==> src/logic/bfs_map.svh <==
/*
 Register offsets, field positions, reset values and timing figures of the
 burst and fault supervisor.
 Assumes a 25 MHz system clock and a 4-bit word address on the register port.
*/
`ifndef BFS_MAP_SVH
`define BFS_MAP_SVH
// Register word offsets
`define BFS_REG_MODE 4'h0
`define BFS_REG_BURST 4'h1
`define BFS_REG_OC 4'h2
`define BFS_REG_OT 4'h3
`define BFS_REG_FAST 4'h4
`define BFS_REG_DELAY 4'h5
`define BFS_REG_STATUS 4'h6
`define BFS_REG_IRQ 4'h7
`define BFS_REG_MASK 4'h8
`define BFS_REG_CTRL 4'h9
// Power mode codes
`define BFS_MODE_REGULAR 2'h0
`define BFS_MODE_BURST 2'h3
// Reset values of limits and settings
`define BFS_RST_ITH 8'h07
`define BFS_RST_ERR 8'h08
`define BFS_RST_REPS 2'h0
`define BFS_RST_OC_FAULT 8'h1b
`define BFS_RST_OC_WARN 8'h19
`define BFS_RST_OT_FAULT 8'h7d
`define BFS_RST_OT_WARN 8'h5a
`define BFS_RST_FAST 8'h1e
`define BFS_RST_DELAY_MS 8'h20
// Field positions
`define BFS_CTRL_CLEAR 0
`define BFS_CTRL_DELAYED 1
// Timing
`define BFS_CLOCK_HZ 25000000
`define BFS_RETRY_MS 2
`define BFS_CYCLES_PER_MS (`BFS_CLOCK_HZ / 1000)
`endif

==> src/logic/bfs_pkg.sv <==
/*
 Types shared by the burst and fault supervisor.
 Assumes nothing beyond a SystemVerilog compiler.
*/
`default_nettype none
package bfs_pkg;
    // Fault handling states, one-hot
    typedef enum logic [4:0] {
        BFS_RUN = 5'h01,
        BFS_DELAY = 5'h02,
        BFS_RETRY = 5'h04,
        BFS_HOLD_OT = 5'h08,
        BFS_LATCHED = 5'h10
    } bfs_fault_type;
    // Burst states, one-hot
    typedef enum logic [3:0] {
        BFS_REGULAR = 4'h1,
        BFS_OFF = 4'h2,
        BFS_POS = 4'h4,
        BFS_NEG = 4'h8
    } bfs_burst_type;
endpackage
`default_nettype wire

==> src/logic/bfs_supervisor.sv <==
/*
 Burst-mode and protection supervisor: gates primary and rectifier drive,
 freezes the duty code in burst, and handles over-current, over-temperature
 and fast-fault shutdown, with a small register port and one interrupt.
 Assumes measurements are codes from same-clock logic; pwm_half is a pulse
 from the modulator ending a half-cycle (pwm_half_pos 1 = positive half just ended).
*/
// Decided for this implementation: the register addresses and the strobed register port.
// Notes on behaviour
// - Burst starts when load current falls below the entry threshold (default 7).
// - Entering burst stops all PWM switching.
// - In burst-off a new burst starts when voltage error reaches the restart threshold.
// - The duty code is frozen at its last value before burst entry.
// - Rectifier drive stays off throughout burst operation.
// - Half-cycles come in full pairs and switches stay off after the last negative half of the burst.
// - Burst repetition selects 1, 2, 4 or 8 cycles, code 0 meaning one.
// - Mode code 0 is regular switching and code 3 enables burst.
// - Each quantity is checked against warning and fault limits and its response applied.
// - Over-current fault stops switching, waits 2 ms and retries once.
// - Over-temperature stops switching and resumes at or below the warning limit.
// - Fast over-current shuts down with no restart.
// - Fast over-current is checked on its own, apart from the normal limit.
// - Delayed response keeps running for a set delay, then shuts down and retries once.
`include "bfs_map.svh"
`default_nettype none
module bfs_supervisor #(
    parameter int MS_CYCLES = `BFS_CYCLES_PER_MS,
    parameter int DUTY_W = 12
) (
    input wire logic clock,
    input wire logic rst_b,
    input wire logic [3:0] reg_addr,
    input wire logic [31:0] reg_wdata,
    input wire logic reg_write,
    input wire logic reg_read,
    output logic [31:0] reg_rdata,
    input wire logic [7:0] load_current,
    input wire logic [7:0] voltage_error,
    input wire logic [7:0] temperature,
    input wire logic [DUTY_W-1:0] duty_in,
    input wire logic pwm_half,
    input wire logic pwm_half_pos,
    output logic [DUTY_W-1:0] duty_out,
    output logic primary_enable,
    output logic rectifier_enable,
    output logic burst_active,
    output logic fault_shutdown,
    output logic irq
);
    initial
    begin
        if (MS_CYCLES < 1 || DUTY_W < 1)
            $error("bfs_supervisor: bad parameter");
    end

    // Register state
    logic [1:0] power_mode, next_power_mode;
    logic [7:0] burst_entry_current_threshold, next_burst_entry_current_threshold;
    logic [7:0] burst_restart_error_threshold, next_burst_restart_error_threshold;
    logic [1:0] burst_reps, next_burst_reps;
    logic [7:0] oc_fault, next_oc_fault, oc_warn, next_oc_warn;
    logic [7:0] ot_fault, next_ot_fault, ot_warn, next_ot_warn;
    logic [7:0] fast_output_overcurrent_limit, next_fast_limit;
    logic [7:0] delay_ms, next_delay_ms;
    logic delayed_resp, next_delayed_resp;
    logic [4:0] irq_status, next_irq_status, irq_mask, next_irq_mask;
    logic [31:0] next_reg_rdata;
    // Engine state
    bfs_pkg::bfs_fault_type fstate, next_fstate;
    bfs_pkg::bfs_burst_type bstate, next_bstate;
    logic [31:0] timer, next_timer;
    logic retry_used, next_retry_used;
    logic [3:0] pairs, next_pairs;
    logic [DUTY_W-1:0] duty_hold, next_duty_hold;
    logic clear_cmd;

    // Number of full cycles per burst
    function automatic logic [3:0] reps_count(input logic [1:0] code);
        reps_count = 4'h1 << code;
    endfunction

    // Warning and fault comparisons
    wire oc_over = load_current > oc_fault;
    wire oc_warning = load_current > oc_warn;
    wire fast_over = load_current > fast_output_overcurrent_limit;
    wire ot_over = temperature > ot_fault;
    wire ot_warning = temperature > ot_warn;
    wire fault_stop = (fstate == bfs_pkg::BFS_RETRY) || (fstate == bfs_pkg::BFS_HOLD_OT)
        || (fstate == bfs_pkg::BFS_LATCHED);
    wire burst_allowed = power_mode == `BFS_MODE_BURST;
    assign clear_cmd = reg_write && reg_addr == `BFS_REG_CTRL && reg_wdata[`BFS_CTRL_CLEAR];

    // Fault response machine; a retry mark set in the clear's cycle wins
    always_comb
    begin
        next_fstate = fstate;
        next_timer = timer;
        next_retry_used = clear_cmd ? 1'b0 : retry_used;
        unique case (fstate)
            bfs_pkg::BFS_RUN:
            begin
                if (fast_over)
                    next_fstate = bfs_pkg::BFS_LATCHED;
                else if (ot_over)
                    next_fstate = bfs_pkg::BFS_HOLD_OT;
                else if (oc_over)
                begin
                    if (retry_used)
                        next_fstate = bfs_pkg::BFS_LATCHED;
                    else if (delayed_resp)
                    begin
                        next_fstate = bfs_pkg::BFS_DELAY;
                        next_timer = 32'(delay_ms) * 32'(MS_CYCLES);
                    end
                    else
                    begin
                        next_fstate = bfs_pkg::BFS_RETRY;
                        next_timer = 32'(`BFS_RETRY_MS) * 32'(MS_CYCLES);
                    end
                end
            end
            bfs_pkg::BFS_DELAY:
            begin
                // Keep switching until the delay runs out, unless a harder fault hits
                if (fast_over)
                    next_fstate = bfs_pkg::BFS_LATCHED;
                else if (ot_over)
                    next_fstate = bfs_pkg::BFS_HOLD_OT;
                else if (timer <= 32'h1)
                begin
                    next_fstate = bfs_pkg::BFS_RETRY;
                    next_timer = 32'(`BFS_RETRY_MS) * 32'(MS_CYCLES);
                end
                else
                    next_timer = timer - 32'h1;
            end
            bfs_pkg::BFS_RETRY:
            begin
                if (timer <= 32'h1)
                begin
                    next_fstate = bfs_pkg::BFS_RUN;
                    next_retry_used = 1'b1;
                end
                else
                    next_timer = timer - 32'h1;
            end
            bfs_pkg::BFS_HOLD_OT:
                if (!ot_warning)
                    next_fstate = bfs_pkg::BFS_RUN;
            bfs_pkg::BFS_LATCHED:
                if (clear_cmd)
                    next_fstate = bfs_pkg::BFS_RUN;
        endcase
    end

    // Burst machine
    always_comb
    begin
        next_bstate = bstate;
        next_pairs = pairs;
        next_duty_hold = duty_hold;
        unique case (bstate)
            bfs_pkg::BFS_REGULAR:
            begin
                next_duty_hold = duty_in;
                if (burst_allowed && !fault_stop
                    && load_current < burst_entry_current_threshold)
                begin
                    next_bstate = bfs_pkg::BFS_OFF;
                end
            end
            bfs_pkg::BFS_OFF:
            begin
                if (!burst_allowed || load_current >= burst_entry_current_threshold)
                begin
                    next_bstate = bfs_pkg::BFS_REGULAR;
                end
                else if (!fault_stop && voltage_error >= burst_restart_error_threshold)
                begin
                    next_bstate = bfs_pkg::BFS_POS;
                    next_pairs = reps_count(burst_reps);
                end
            end
            bfs_pkg::BFS_POS:
                if (pwm_half && pwm_half_pos)
                    next_bstate = bfs_pkg::BFS_NEG;
            bfs_pkg::BFS_NEG:
            begin
                if (pwm_half && !pwm_half_pos)
                begin
                    next_pairs = pairs - 4'h1;
                    next_bstate = (pairs <= 4'h1) ? bfs_pkg::BFS_OFF
                        : bfs_pkg::BFS_POS;
                end
            end
        endcase
    end

    // Register writes and sticky events; a set beats a read clear
    always_comb
    begin
        logic [4:0] events;
        events = {fstate != bfs_pkg::BFS_LATCHED && next_fstate == bfs_pkg::BFS_LATCHED,
                  ot_warning, oc_warning,
                  fstate == bfs_pkg::BFS_RUN && next_fstate != bfs_pkg::BFS_RUN,
                  bstate == bfs_pkg::BFS_REGULAR && next_bstate == bfs_pkg::BFS_OFF};
        next_power_mode = power_mode;
        next_burst_entry_current_threshold = burst_entry_current_threshold;
        next_burst_restart_error_threshold = burst_restart_error_threshold;
        next_burst_reps = burst_reps;
        next_oc_fault = oc_fault;
        next_oc_warn = oc_warn;
        next_ot_fault = ot_fault;
        next_ot_warn = ot_warn;
        next_fast_limit = fast_output_overcurrent_limit;
        next_delay_ms = delay_ms;
        next_delayed_resp = delayed_resp;
        next_irq_mask = irq_mask;
        next_irq_status = irq_status;
        next_reg_rdata = 32'h0;
        if (reg_write)
        begin
            unique case (reg_addr)
                `BFS_REG_MODE: next_power_mode = reg_wdata[1:0];
                `BFS_REG_BURST:
                begin
                    next_burst_entry_current_threshold = reg_wdata[7:0];
                    next_burst_restart_error_threshold = reg_wdata[15:8];
                    next_burst_reps = reg_wdata[17:16];
                end
                `BFS_REG_OC:
                begin
                    next_oc_fault = reg_wdata[7:0];
                    next_oc_warn = reg_wdata[15:8];
                end
                `BFS_REG_OT:
                begin
                    next_ot_fault = reg_wdata[7:0];
                    next_ot_warn = reg_wdata[15:8];
                end
                `BFS_REG_FAST: next_fast_limit = reg_wdata[7:0];
                `BFS_REG_DELAY: next_delay_ms = reg_wdata[7:0];
                `BFS_REG_MASK: next_irq_mask = reg_wdata[4:0];
                `BFS_REG_CTRL: next_delayed_resp = reg_wdata[`BFS_CTRL_DELAYED];
                default: ;
            endcase
        end
        if (reg_read)
        begin
            unique case (reg_addr)
                `BFS_REG_MODE: next_reg_rdata = {30'h0, power_mode};
                `BFS_REG_BURST: next_reg_rdata = {14'h0, burst_reps,
                    burst_restart_error_threshold, burst_entry_current_threshold};
                `BFS_REG_OC: next_reg_rdata = {16'h0, oc_warn, oc_fault};
                `BFS_REG_OT: next_reg_rdata = {16'h0, ot_warn, ot_fault};
                `BFS_REG_FAST: next_reg_rdata = {24'h0, fast_output_overcurrent_limit};
                `BFS_REG_DELAY: next_reg_rdata = {24'h0, delay_ms};
                `BFS_REG_STATUS: next_reg_rdata = {20'h0, retry_used, bstate, fstate,
                    ot_warning, oc_warning};
                `BFS_REG_IRQ:
                begin
                    next_reg_rdata = {27'h0, irq_status};
                    next_irq_status = 5'h0;
                end
                `BFS_REG_MASK: next_reg_rdata = {27'h0, irq_mask};
                `BFS_REG_CTRL: next_reg_rdata = {30'h0, delayed_resp, 1'b0};
                default: next_reg_rdata = 32'h0;
            endcase
        end
        next_irq_status = next_irq_status | events;
    end

    // Register all state
    always_ff @(posedge clock)
    begin
        if (!rst_b)
        begin
            power_mode <= `BFS_MODE_REGULAR;
            burst_entry_current_threshold <= `BFS_RST_ITH;
            burst_restart_error_threshold <= `BFS_RST_ERR;
            burst_reps <= `BFS_RST_REPS;
            oc_fault <= `BFS_RST_OC_FAULT;
            oc_warn <= `BFS_RST_OC_WARN;
            ot_fault <= `BFS_RST_OT_FAULT;
            ot_warn <= `BFS_RST_OT_WARN;
            fast_output_overcurrent_limit <= `BFS_RST_FAST;
            delay_ms <= `BFS_RST_DELAY_MS;
            delayed_resp <= 1'b0;
            irq_status <= 5'h0;
            irq_mask <= 5'h0;
            reg_rdata <= 32'h0;
            fstate <= bfs_pkg::BFS_RUN;
            bstate <= bfs_pkg::BFS_REGULAR;
            timer <= 32'h0;
            retry_used <= 1'b0;
            pairs <= 4'h0;
            duty_hold <= '0;
        end
        else
        begin
            power_mode <= next_power_mode;
            burst_entry_current_threshold <= next_burst_entry_current_threshold;
            burst_restart_error_threshold <= next_burst_restart_error_threshold;
            burst_reps <= next_burst_reps;
            oc_fault <= next_oc_fault;
            oc_warn <= next_oc_warn;
            ot_fault <= next_ot_fault;
            ot_warn <= next_ot_warn;
            fast_output_overcurrent_limit <= next_fast_limit;
            delay_ms <= next_delay_ms;
            delayed_resp <= next_delayed_resp;
            irq_status <= next_irq_status;
            irq_mask <= next_irq_mask;
            reg_rdata <= next_reg_rdata;
            fstate <= next_fstate;
            bstate <= next_bstate;
            timer <= next_timer;
            retry_used <= next_retry_used;
            pairs <= next_pairs;
            duty_hold <= next_duty_hold;
        end
    end

    // Drive gating; fault overrides burst
    wire in_burst = bstate != bfs_pkg::BFS_REGULAR;
    assign burst_active = in_burst;
    assign fault_shutdown = fault_stop;
    assign primary_enable = !fault_stop && (!in_burst || bstate == bfs_pkg::BFS_POS
        || bstate == bfs_pkg::BFS_NEG);
    assign rectifier_enable = !fault_stop && !in_burst;
    assign duty_out = in_burst ? duty_hold : duty_in;
    assign irq = |(irq_status & irq_mask);
endmodule
`default_nettype wire

==> config.mk <==
export PLATFORM = sky130hd
export DESIGN_NAME = bfs_supervisor
export DESIGN_NICKNAME = d
export VERILOG_FILES = /design/src/logic/bfs_pkg.sv /design/src/logic/bfs_supervisor.sv
export VERILOG_INCLUDE_DIRS = /design/src /design/src/logic
export SDC_FILE = /design/constraint.sdc
export NUM_CORES = 1
export LEC_CHECK = 0
export ABC_AREA = 1
export BUFFER_PORTS_ARGS = -buffer_cell sky130_fd_sc_hd__buf_2
export CORE_MARGIN = 4
export CORE_UTILIZATION = 60
export CTS_CLUSTER_DIAMETER = 50
export DETAILED_ROUTE_END_ITERATION = 10
export GPL_ROUTABILITY_DRIVEN = 0
export PLACE_DENSITY = 0.87
export SLEW_MARGIN = 10
export SYNTH_ARGS = -nofsm -noshare
export SYNTH_HDL_FRONTEND = slang
export SYNTH_SLANG_ARGS = --single-unit
==> constraint.sdc <==
create_clock -name clock -period 4.8 [get_ports clock]
set_clock_uncertainty 0.2 [all_clocks]
set_input_delay 0.24 -clock clock [delete_from_list [all_inputs] [get_ports clock]]
set_output_delay 0.24 -clock clock [all_outputs]
set_load 0.01 [all_outputs]
; ---- After elaboration in Yosys (flattened, before gate mapping)
; Cells that the tools add are included.
[totals]
reg_bits = 169
in_bits = 78
out_inout_bits = 49
wordCells = 146
[op_classes]
n_addsub = 2
multipliers = 1
n_lt_le_gt_ge = 10
n_eq_ne = 34
shifts = 1
mux = 40
n_bitwise = 2
n_reduce_logical = 36
[op_table]
columns = operator, count
row1 = 2-to-1 mux 32 bit, 8
row2 = one-hot mux 18 bit (10 select lines), 1
row3 = one-hot mux 32 bit (3 select lines), 1
row4 = 2-to-1 mux 5 bit, 12
row5 = greater-than comparator 8 bit, 5
row6 = <= comparator 32 x 1 -> 1 bit (second input constant), 1
row7 = 2-to-1 mux 4 bit, 8
row8 = subtractor 32 x 1 -> 32 bit (second input constant), 1
row9 = one-hot mux 5 bit (5 select lines), 1
row10 = 2-to-1 mux 23 bit, 1
row11 = == test 4 x 3 -> 1 bit (second input constant), 5
row12 = multiplier 8 x 12 -> 20 bit (second input constant), 1
row13 = inequality test 2 bit (second input constant), 10
row14 = AND reduction 2 bit, 9
row15 = == test 4 x 2 -> 1 bit (second input constant), 4
row16 = >= comparator 8 bit, 2
row17 = one-hot mux 4 bit (4 select lines), 1
row18 = == test 4 bit (second input constant), 3
row19 = logical AND 1 bit, 12
row20 = 2-to-1 mux 12 bit, 1
row21 = == test 5 bit (second input constant), 2
row22 = == test 4 x 1 -> 1 bit (second input constant), 2
row23 = less-than comparator 8 bit, 1
row24 = one-hot mux 4 bit (2 select lines), 1
row25 = 23 further kinds, 33

; ---- Depth between registers and ports, before layout
; Gate-level depths: netlist of run 1.
[depth]
depth_word = 11
depth_mapped = 21
depth_no_buf = 21

; ---- Worst setup path before layout of run 1
; No wires, ideal clock.
[synth_timing]
kind = register to register
from = reg delay_ms[3]
to = reg timer[21]
t_arrival_ns = 3.307
t_required_ns = 4.485
path_slack_ns = 1.179
stages_incl_launch_ff = 19
n_path_buf = 0
synth_period_minus_slack_ns = 3.621
path_cell_list = dfxtp_1 ha_1 fa_1 inv_1 fa_1 inv_1 ha_1 ha_1 inv_1 nor3_1 nand2_1 nand2_1 a21oi_1 o21ai_0 nand2_1 nand2_1 nor2_1 nor2_1 nor2_1
[synth_between]
elab_chain_len = 7
[synth_rtl]
columns = element, line
row1 = "start, declared", bfs_supervisor.sv:64  ; logic [7:0] delay_ms, next_delay_ms;
row2 = "start signal, assigned", bfs_supervisor.sv:287  ; delay_ms <= `BFS_RST_DELAY_MS;
row3 = "start signal, assigned", bfs_supervisor.sv:310  ; delay_ms <= next_delay_ms;
row4 = multiplier 8 x 12 -> 20 bit, bfs_supervisor.sv:113  ; next_timer = 32'(delay_ms) * 32'(MS_CYCLES);
row5 = 2-to-1 mux 23 bit, bfs_supervisor.sv:110  ; else if (delayed_resp)
row6 = 2-to-1 mux 32 bit, bfs_supervisor.sv:108  ; if (retry_used)
row7 = 2-to-1 mux 32 bit, bfs_supervisor.sv:106  ; else if (oc_over)
row8 = 2-to-1 mux 32 bit, bfs_supervisor.sv:104  ; else if (ot_over)
row9 = 2-to-1 mux 32 bit, bfs_supervisor.sv:102  ; if (fast_over)
row10 = one-hot mux 32 bit (3 select lines), bfs_supervisor.sv:99  ; unique case (fstate)
row11 = "end signal, assigned", bfs_supervisor.sv:317  ; timer <= next_timer;
row12 = "end, declared", bfs_supervisor.sv:71  ; logic [31:0] timer, next_timer;
; No other way between the ends. The select of a mux whose other input is x is not followed.
; A chain may end at the register's enable or synchronous reset.

; ---- Worst setup path in the final report of run 1
[layout_timing]
from = reg delay_ms[2]
to = reg timer[21]
; The elaborated chain is that of the path after synthesis.

==> impl_results.md, run 1 <==
* Status: finished clean
* Worst Tran Pin Value at 0.926 ns
* Synthesized area at 10800 um^2
* Pre-antenna DRT Iters at 7
* Top cells by count, synth: 269 x nand2_1, 228 x inv_1, 169 x nor2_1
* Post-synthesis mux area share at 0%
* Reg clk slew, reported paths at 0.07 ns
* CTS root buf: clkbuf_16
* Avg WL per Cell at 16.2 um
* # IOs at 127
* Asr flop ratio synth at 0%
* Drt drc at 0
* Max-slew headroom at 38.1%
* Post-Synth Adder-Cell Area at 15.3%
* Die Span X at 142 um
* Synth Instances at 1519
* Max Cap Violations at 0
* Worst setup SP type: register
* Die Span Y at 142 um
* Final period util at 84.8%
* Main synth FF type: dfxtp_1
* Most common cell in the synthesized netlist: nand2_1
* Layout cells sized above 1 at 11.4%
* Vias in the first global route at 10200
* Hold Violations, Final at 0
* Final #Nets at 1835
* Setup slack after layout at 0.730 ns
* Largest family of logic cells by synthesized area: simple AND/OR/NAND/NOR gates
* Highest Clock Rate at 246 MHz
* Leak pwr at 0.00598 uW
* Pwr dens at 304 nW/um^2
* Crit Path Category: register to register
* DR iter-0 viols at 1103
* Synth top area share at 28.7%
* Cell taking the most area after synthesis: dfxtp_1
* Initial cell density of the core at 61.8%
* Via-to-Cell Ratio at 5.85
* Final total negative setup slack at 0 ns
* Synth warn at 0
* Register area share after synthesis at 28.7%
* Initial antenna violation count at 0
* Num CTS Buffers at 17
* Core Rows at 48
* Yosys reg bits at 155
* DRT antenna net count at 0
* Endpoints failing setup at 0
* DR vias at 10900
* Critical Path Sink Type: register
* RSZ-0062 raised after global routing: no
* Top cells by area, synth: dfxtp_1 29%, ha_1 13%, nand2_1 9.3%
* Total power at 3730 uW
* Clock Tree Buf Depth at 2
* VDD IR max at 0.000388 V
* EDFF count, synth at 0
* Min Tclk post-route at 4.07 ns
* Post-Synth XOR/XNOR Area at 2.51%
* Post-DP HPWL at 21600 um
* Ant. Diodes at 0
* Core outline area at 17500 um^2
* Simple-gate share of the synthesized area at 23.5%
* Die Area at 20200 um^2
* Post-Syn Area per Cell at 7.11 um^2
* Clock Latency Late Sink at 0.44 ns
* Max-slew violations at 0
* Worst Hold Margin at 0.0511 ns
* Area Overhead vs Synth at 13.8%
* H-Tree Depth at 4
* Total Wirelength at 30300 um
* CTS tree: done
* Total grt overflow at 0
* Largest net degree at the start of global routing at 89
* Number of cells upsized or downsized after cts at 0
* Setup WS pre-CTS at 0.797 ns
* Synth Area in Compound Gates at 18.7%
* # clock sinks at 155
* Global-route wire length before repair at 48500 um
* Synth unique cells at 58
* Max FO, Critical Path at 6
* Crit path DAT at 4.24 ns
* Required @ worst endpoint at 4.97 ns
* Hold WC Path Type: input pin to register
* Final Util at 70.4%
* Total track usage at 29.5%
* Port Buffer Count at 98
## cell type report
cell class | instances | area [um^2]
repair buffers | 136 | 861
well taps | 225 | 282
flip-flops and latches | 155 | 3100
inverters | 233 | 882
clock buffers | 18 | 439
multi-input cells | 1089 | 6530
fillers | 1349 | 5180
clock inverters | 14 | 195
## worst max-delay path, cell delays in order (launching register included)
cell and delay, ns:
dfxtp_1 0.50, ha_1 0.32, ha_1 0.28, inv_1 0.05, fa_1 0.48, fa_1 0.56, inv_1 0.04, ha_1 0.34
nand3_1 0.10, nand3_1 0.15, nand2_1 0.11, nand2_1 0.09, a21oi_1 0.22, o21ai_0 0.13, nand2_1 0.07, nand2_1 0.05
nor2_1 0.19, nor2_1 0.06, nor2_1 0.08
## kinds of logic after synthesis
| family | count (synthesis) |
|---|---|
| AO/OA/AOI/OAI | 350 |
| XOR/XNOR | 31 |
| adder cells (fa/ha/maj) | 125 |
| buffers and inverters | 288 |
| flip-flops | 155 |
| other | 1 |
| AND/OR/NAND/NOR | 569 |
## flip-flops by register name, indices dropped and copies added (netlist names)
| name | cells |
|---|---|
| timer | 32 |
| reg_rdata | 18 |
| duty_hold | 12 |
| burst_entry_current_threshold | 8 |
| burst_restart_error_threshold | 8 |
| delay_ms | 8 |
| fast_output_overcurrent_limit | 8 |
| oc_fault | 8 |
| oc_warn | 8 |
| ot_fault | 8 |
| ot_warn | 8 |
| fstate | 5 |
| irq_mask | 5 |
| irq_status | 5 |
| bstate | 4 |
| pairs | 4 |
| burst_reps | 2 |
| power_mode | 2 |
| delayed_resp | 1 |
| retry_used | 1 |
## cell usage in the layout, fill, tap and decap left out, drive strengths merged, types with 4 or more instances in the layout
master       instances
xor2                18
o22ai               31
nor3                 9
nand3               70
xnor2               13
a2111oi              4
dlygate4sd3         34
fa                  12
a31oi                8
ha                 113
dfxtp              155
inv                242
a221oi               9
nor2               183
nand4               21
a21oi              132
conb                14
clkbuf              18
a21o                 5
o211ai              19
o21a                 4
or2                  4
buf                102
o21ai              125
nand2              278
## per-layer routing
| layer | up-vias | share of wire [%] | global-route usage (%) |
|---|---|---|---|
| li1 | 5219 | - | - |
| met1 | 5011 | 40 | 37.3 |
| met2 | 597 | 46 | 48.7 |
| met3 | 113 | 9.7 | 6.72 |
| met4 | 0 | 3.6 | 12.2 |
| met5 | - | 0 | 0 |
## power by group
part	switching [uW]	leakage, uW	internal, uW
clock network	613	0.000310	855
logic	560	0.00441	297
registers	62.0	0.00126	1340
total	1230	0.00598	2500
## through the flow
stage | instances | cell area (um^2)
after floorplan | 1532 | 10900
after global placement | 1804 | 11300
after detailed placement | 1804 | 11300
after CTS | 1870 | 12300
after global routing | 1870 | 12300
final | 1870 | 12300
## timing repair
action	in CTS	in global routing
buffers inserted	0	0
hold buffers	34	0
endpoints found under the hold margin	70	0
## final timing paths
check	cells after the start	to	slack (ns)	startpoint
hold / removal	4	delayed_resp	0.05	reg_addr[2]
setup reg to reg	18	timer[21]	0.73	delay_ms[2]
hold reg to reg	2	pairs[3]	0.27	pairs[3]
setup / recovery	18	timer[21]	0.73	delay_ms[2]
No activity file was read; power rests on OpenSTA's default activity.
==> run 2: changes to the inputs <==
--- a/config.mk
+++ b/config.mk
@@ -6,14 +6,14 @@
 export SDC_FILE = /design/constraint.sdc
 export NUM_CORES = 1
 export LEC_CHECK = 0
-export ABC_AREA = 1
+export ABC_AREA = 0
 export BUFFER_PORTS_ARGS = -buffer_cell sky130_fd_sc_hd__buf_2
 export CORE_MARGIN = 4
-export CORE_UTILIZATION = 60
+export CORE_UTILIZATION = 59
 export CTS_CLUSTER_DIAMETER = 50
 export DETAILED_ROUTE_END_ITERATION = 10
 export GPL_ROUTABILITY_DRIVEN = 0
-export PLACE_DENSITY = 0.87
+export PLACE_DENSITY = 0.86
 export SLEW_MARGIN = 10
 export SYNTH_ARGS = -nofsm -noshare
 export SYNTH_HDL_FRONTEND = slang
==> constraint.sdc (replaced) <==
create_clock -name clock -period 4.2 [get_ports clock]
set_clock_uncertainty 0.2 [all_clocks]
set_input_delay 0.21 -clock clock [delete_from_list [all_inputs] [get_ports clock]]
set_output_delay 0.21 -clock clock [all_outputs]
set_load 0.01 [all_outputs]
==> run 2 against run 1 <==
  * Critical path depth decreased by 1
  * Non-clock buffer count increased by 30
  * Via count decreased by 4.3%
  * Critical path type unchanged
  * Final cell count decreased by 11%
  * Synthesized cell count decreased by 15%
==> impl_results.md, run 2 <==
* Status: finished clean
* Required @ worst endpoint at 4.37 ns (-0.60 ns)
* Post-synthesis mux area share at 1.48% (+1.5 points)
* Cell taking the most area after synthesis: dfxtp_1
* Worst Tran Pin Value at 0.948 ns (+0.0215 ns)
* Max FO, Critical Path at 4 (-2)
* Reg clk slew, reported paths at 0.07 ns (about the same)
* Core Rows at 47 (-2.1%)
* Final Cell Area at 12100 um^2 (-1.8%)
* Die Span Y at 140 um (-1.9%)
* Num CTS Buffers at 17 (unchanged)
* Most common cell in the synthesized netlist: nand2_1
* Most common library cell in the layout ignoring fill and taps: nand2_1
* # clock sinks at 155 (unchanged)
* Post-Synth Adder-Cell Area at 16.2% (+0.90 points)
* DRT antenna net count at 0 (unchanged)
* Met3 WL at 3080 um (+4.2%)
* Initial antenna violation count at 0 (unchanged)
* Leak pwr at 0.00530 uW (-11%)
* Via-to-Cell Ratio at 6.32 (+8.1%)
* Die Span X at 140 um (-1.9%)
* Port Buffer Count at 98 (unchanged)
* Total power at 3680 uW (-1.3%)
* Max-slew violations at 0 (unchanged)
* Top cells by count, synth: 192 x nand2_1, 155 x dfxtp_1, 121 x a21oi_1
* Clock Latency Late Sink at 0.45 ns (about the same)
* Core outline area at 16800 um^2 (-4.1%)
* Die Area at 19500 um^2 (-3.8%)
* Simple-gate share of the synthesized area at 21.8% (-1.6 points)
* EDFF count, synth at 0 (unchanged)
* VDD IR max at 0.000342 V (-12%)
* Worst setup SP type: register
* DR vias at 10500 (-4.3%)
* DR iter-0 viols at 1345 (+22%)
* Max-slew headroom at 36.8% (-1.3 points)
* Drt drc at 0 (unchanged)
* Synth top area share at 30.4% (+1.7 points)
* Max Cap Violations at 0 (unchanged)
* Largest net degree at the start of global routing at 47 (-47%)
* Layout fillers at 1210 (-10%)
* Synth unique cells at 82 (+41%)
* Critical Path Sink Type: register
* Hold WC Path Type: input pin to register
* Main synth FF type: dfxtp_1
* Cell total after placement at 1579 (-12%)
* CTS root buf: clkbuf_16
* Met2 WL at 14900 um (+5.8%)
* Initial cell density of the core at 60.9% (-0.95 points)
* Total Wirelength at 32100 um (+5.9%)
* Synth Area in Compound Gates at 20.3% (+1.7 points)
* Vias in the first global route at 10100 (-1.5%)
* Biggest regs: timer: 32 flops, reg_rdata: 18 flops, duty_hold: 12 flops
* Global-route wire length before repair at 51100 um (+5.3%)
* Total grt overflow at 0 (unchanged)
* Largest family of logic cells by synthesized area: simple AND/OR/NAND/NOR gates
* Clock Tree Buf Depth at 2 (unchanged)
* Highest Clock Rate at 247 MHz (+0.38%)
* Multi-input gate area at 6610 um^2 (+1.2%)
* Synthesized area at 10200 um^2 (-5.6%)
* Pre-antenna DRT Iters at 6 (-1)
* Synth Instances at 1297 (-15%)
* Endpoints failing setup at 0 (unchanged)
* Asr flop ratio synth at 0% (unchanged)
* # IOs at 127 (unchanged)
* RSZ-0062 raised after global routing: yes
* Commonest non-fill, non-tap cells in the layout: 192 x nand2_1, 151 x dfxtp_1, 120 x a21oi_1, 104 x inv_1
* Total track usage at 32.0% (+2.5 points)
* Area Overhead vs Synth at 18.4%
* Reg area at 3110 um^2 (+0.32%)
* Hold Violations, Final at 0 (unchanged)
* Synth warn at 0 (unchanged)
* Top cells by area, synth: dfxtp_1 30%, ha_1 14%, nand2_1 7.1%
* Post-DP HPWL at 21500 um (-0.68%)
* Ant. Diodes at 0 (unchanged)
* Crit Path Category: register to register
* Area after DPL at 10900 um^2 (-4.1%)
* Post-Syn Area per Cell at 7.87 um^2 (+11%)
* Register area share after synthesis at 30.4% (+1.7 points)
* Layout cells sized above 1 at 15.1% (+3.7 points)
* Final #Nets at 1626 (-11%)
* Final total negative setup slack at 0 ns (unchanged)
* Reg2Reg Launch Point: delay_ms[4]
* Top reg by flops: timer
* CTS tree: done
* Yosys reg bits at 155 (unchanged)
* Top Metal Used: met4
* Metal-1 WL at 12200 um (+0.62%)
* Final non-filler cell total at 1656 (-11%)
* Final period util at 96.5% (+12 points)
* Crit path from: delay_ms[4]
* Avg WL per Cell at 19.4 um (+20%)
* Max FFs per register at 32 (unchanged)
* Post-Synth XOR/XNOR Area at 2.32% (-0.19 points)
* Min Tclk post-route at 4.05 ns (-0.0155 ns)
* Pwr dens at 305 nW/um^2 (+0.50%)
* HP Start: reg_write
* Crit path DAT at 4.23 ns (about the same)
* H-Tree Depth at 4 (unchanged)
==> run 2: metal layers <==
layer | vias to the layer above | track usage [%]
li1 | 4816 | -
met1 | 4862 | 39.5
met3 | 156 | 6.86
met4 | 0 | 16.2
met5 | - | 0
met2 | 636 | 52.7
==> run 2: stage by stage <==
step	hold slack [ns]	utilization [%]	setup slack, ns
5_1_grt	0.0687	72.1	-0.0294
3_3_place_gp	0.243	64.8	0.0148
3_5_place_dp	0.255	64.8	-0.0717
6_report	0.0579	72.1	0.145
4_1_cts	0.0227	71.2	0.00576
2_1_floorplan	0.134	-	0.200
==> run 2: power breakdown <==
group	internal [uW]	switching (uW)
Clock	791	742
Sequential	1510	37.0
Combinational	238	370
==> run 2: final timing paths <==
path	slack [ns]	to	depth (start not counted)
hold reg to reg	0.26	oc_warn[7]	2
setup / recovery	0.15	timer[18]	17
setup reg to reg	0.15	timer[18]	17
hold / removal	0.06	delay_ms[6]	3
==> run 2: final cells by class <==
class                      count  share of cell area [%]
multi-input combinational    976                    54.7
sequential                   155                    25.8
timing repair buffer         166                    9.07
clock buffer                  17                    3.52
inverter                     107                    3.33
tap                          220                    2.28
clock inverter                15                    1.27
==> run 2: cells by family after synthesis <==
logic type,after synthesis
muxes,15
DFF,155
adders and majority gates,125
buffers and inverters,179
xor gates and xnor gates,27
other,1
AOI/OAI and AO/OA,327
and+or+nand+nor,468
==> run 2: critical path: stages, from the launching register on <==
cell and delay [ns]:
dfxtp_4 0.36, ha_4 0.23, ha_4 0.26, inv_2 0.03, fa_1 0.47, fa_1 0.54
inv_2 0.05, ha_4 0.29, o21ai_2 0.06, o211ai_1 0.23, nand4_1 0.19, a211o_1 0.35
buf_4 0.15, buf_4 0.13, xnor2_2 0.12, o22ai_1 0.12, nand2_1 0.07, a21oi_1 0.13
==> run 2: repair_timing <==
action	CTS	global route
gates resized for setup	16	20
pin swaps	7	11
hold endpoints to repair	87	0
endpoints found under the setup margin	5	6
hold buffers	33	0
buffers inserted	8	4
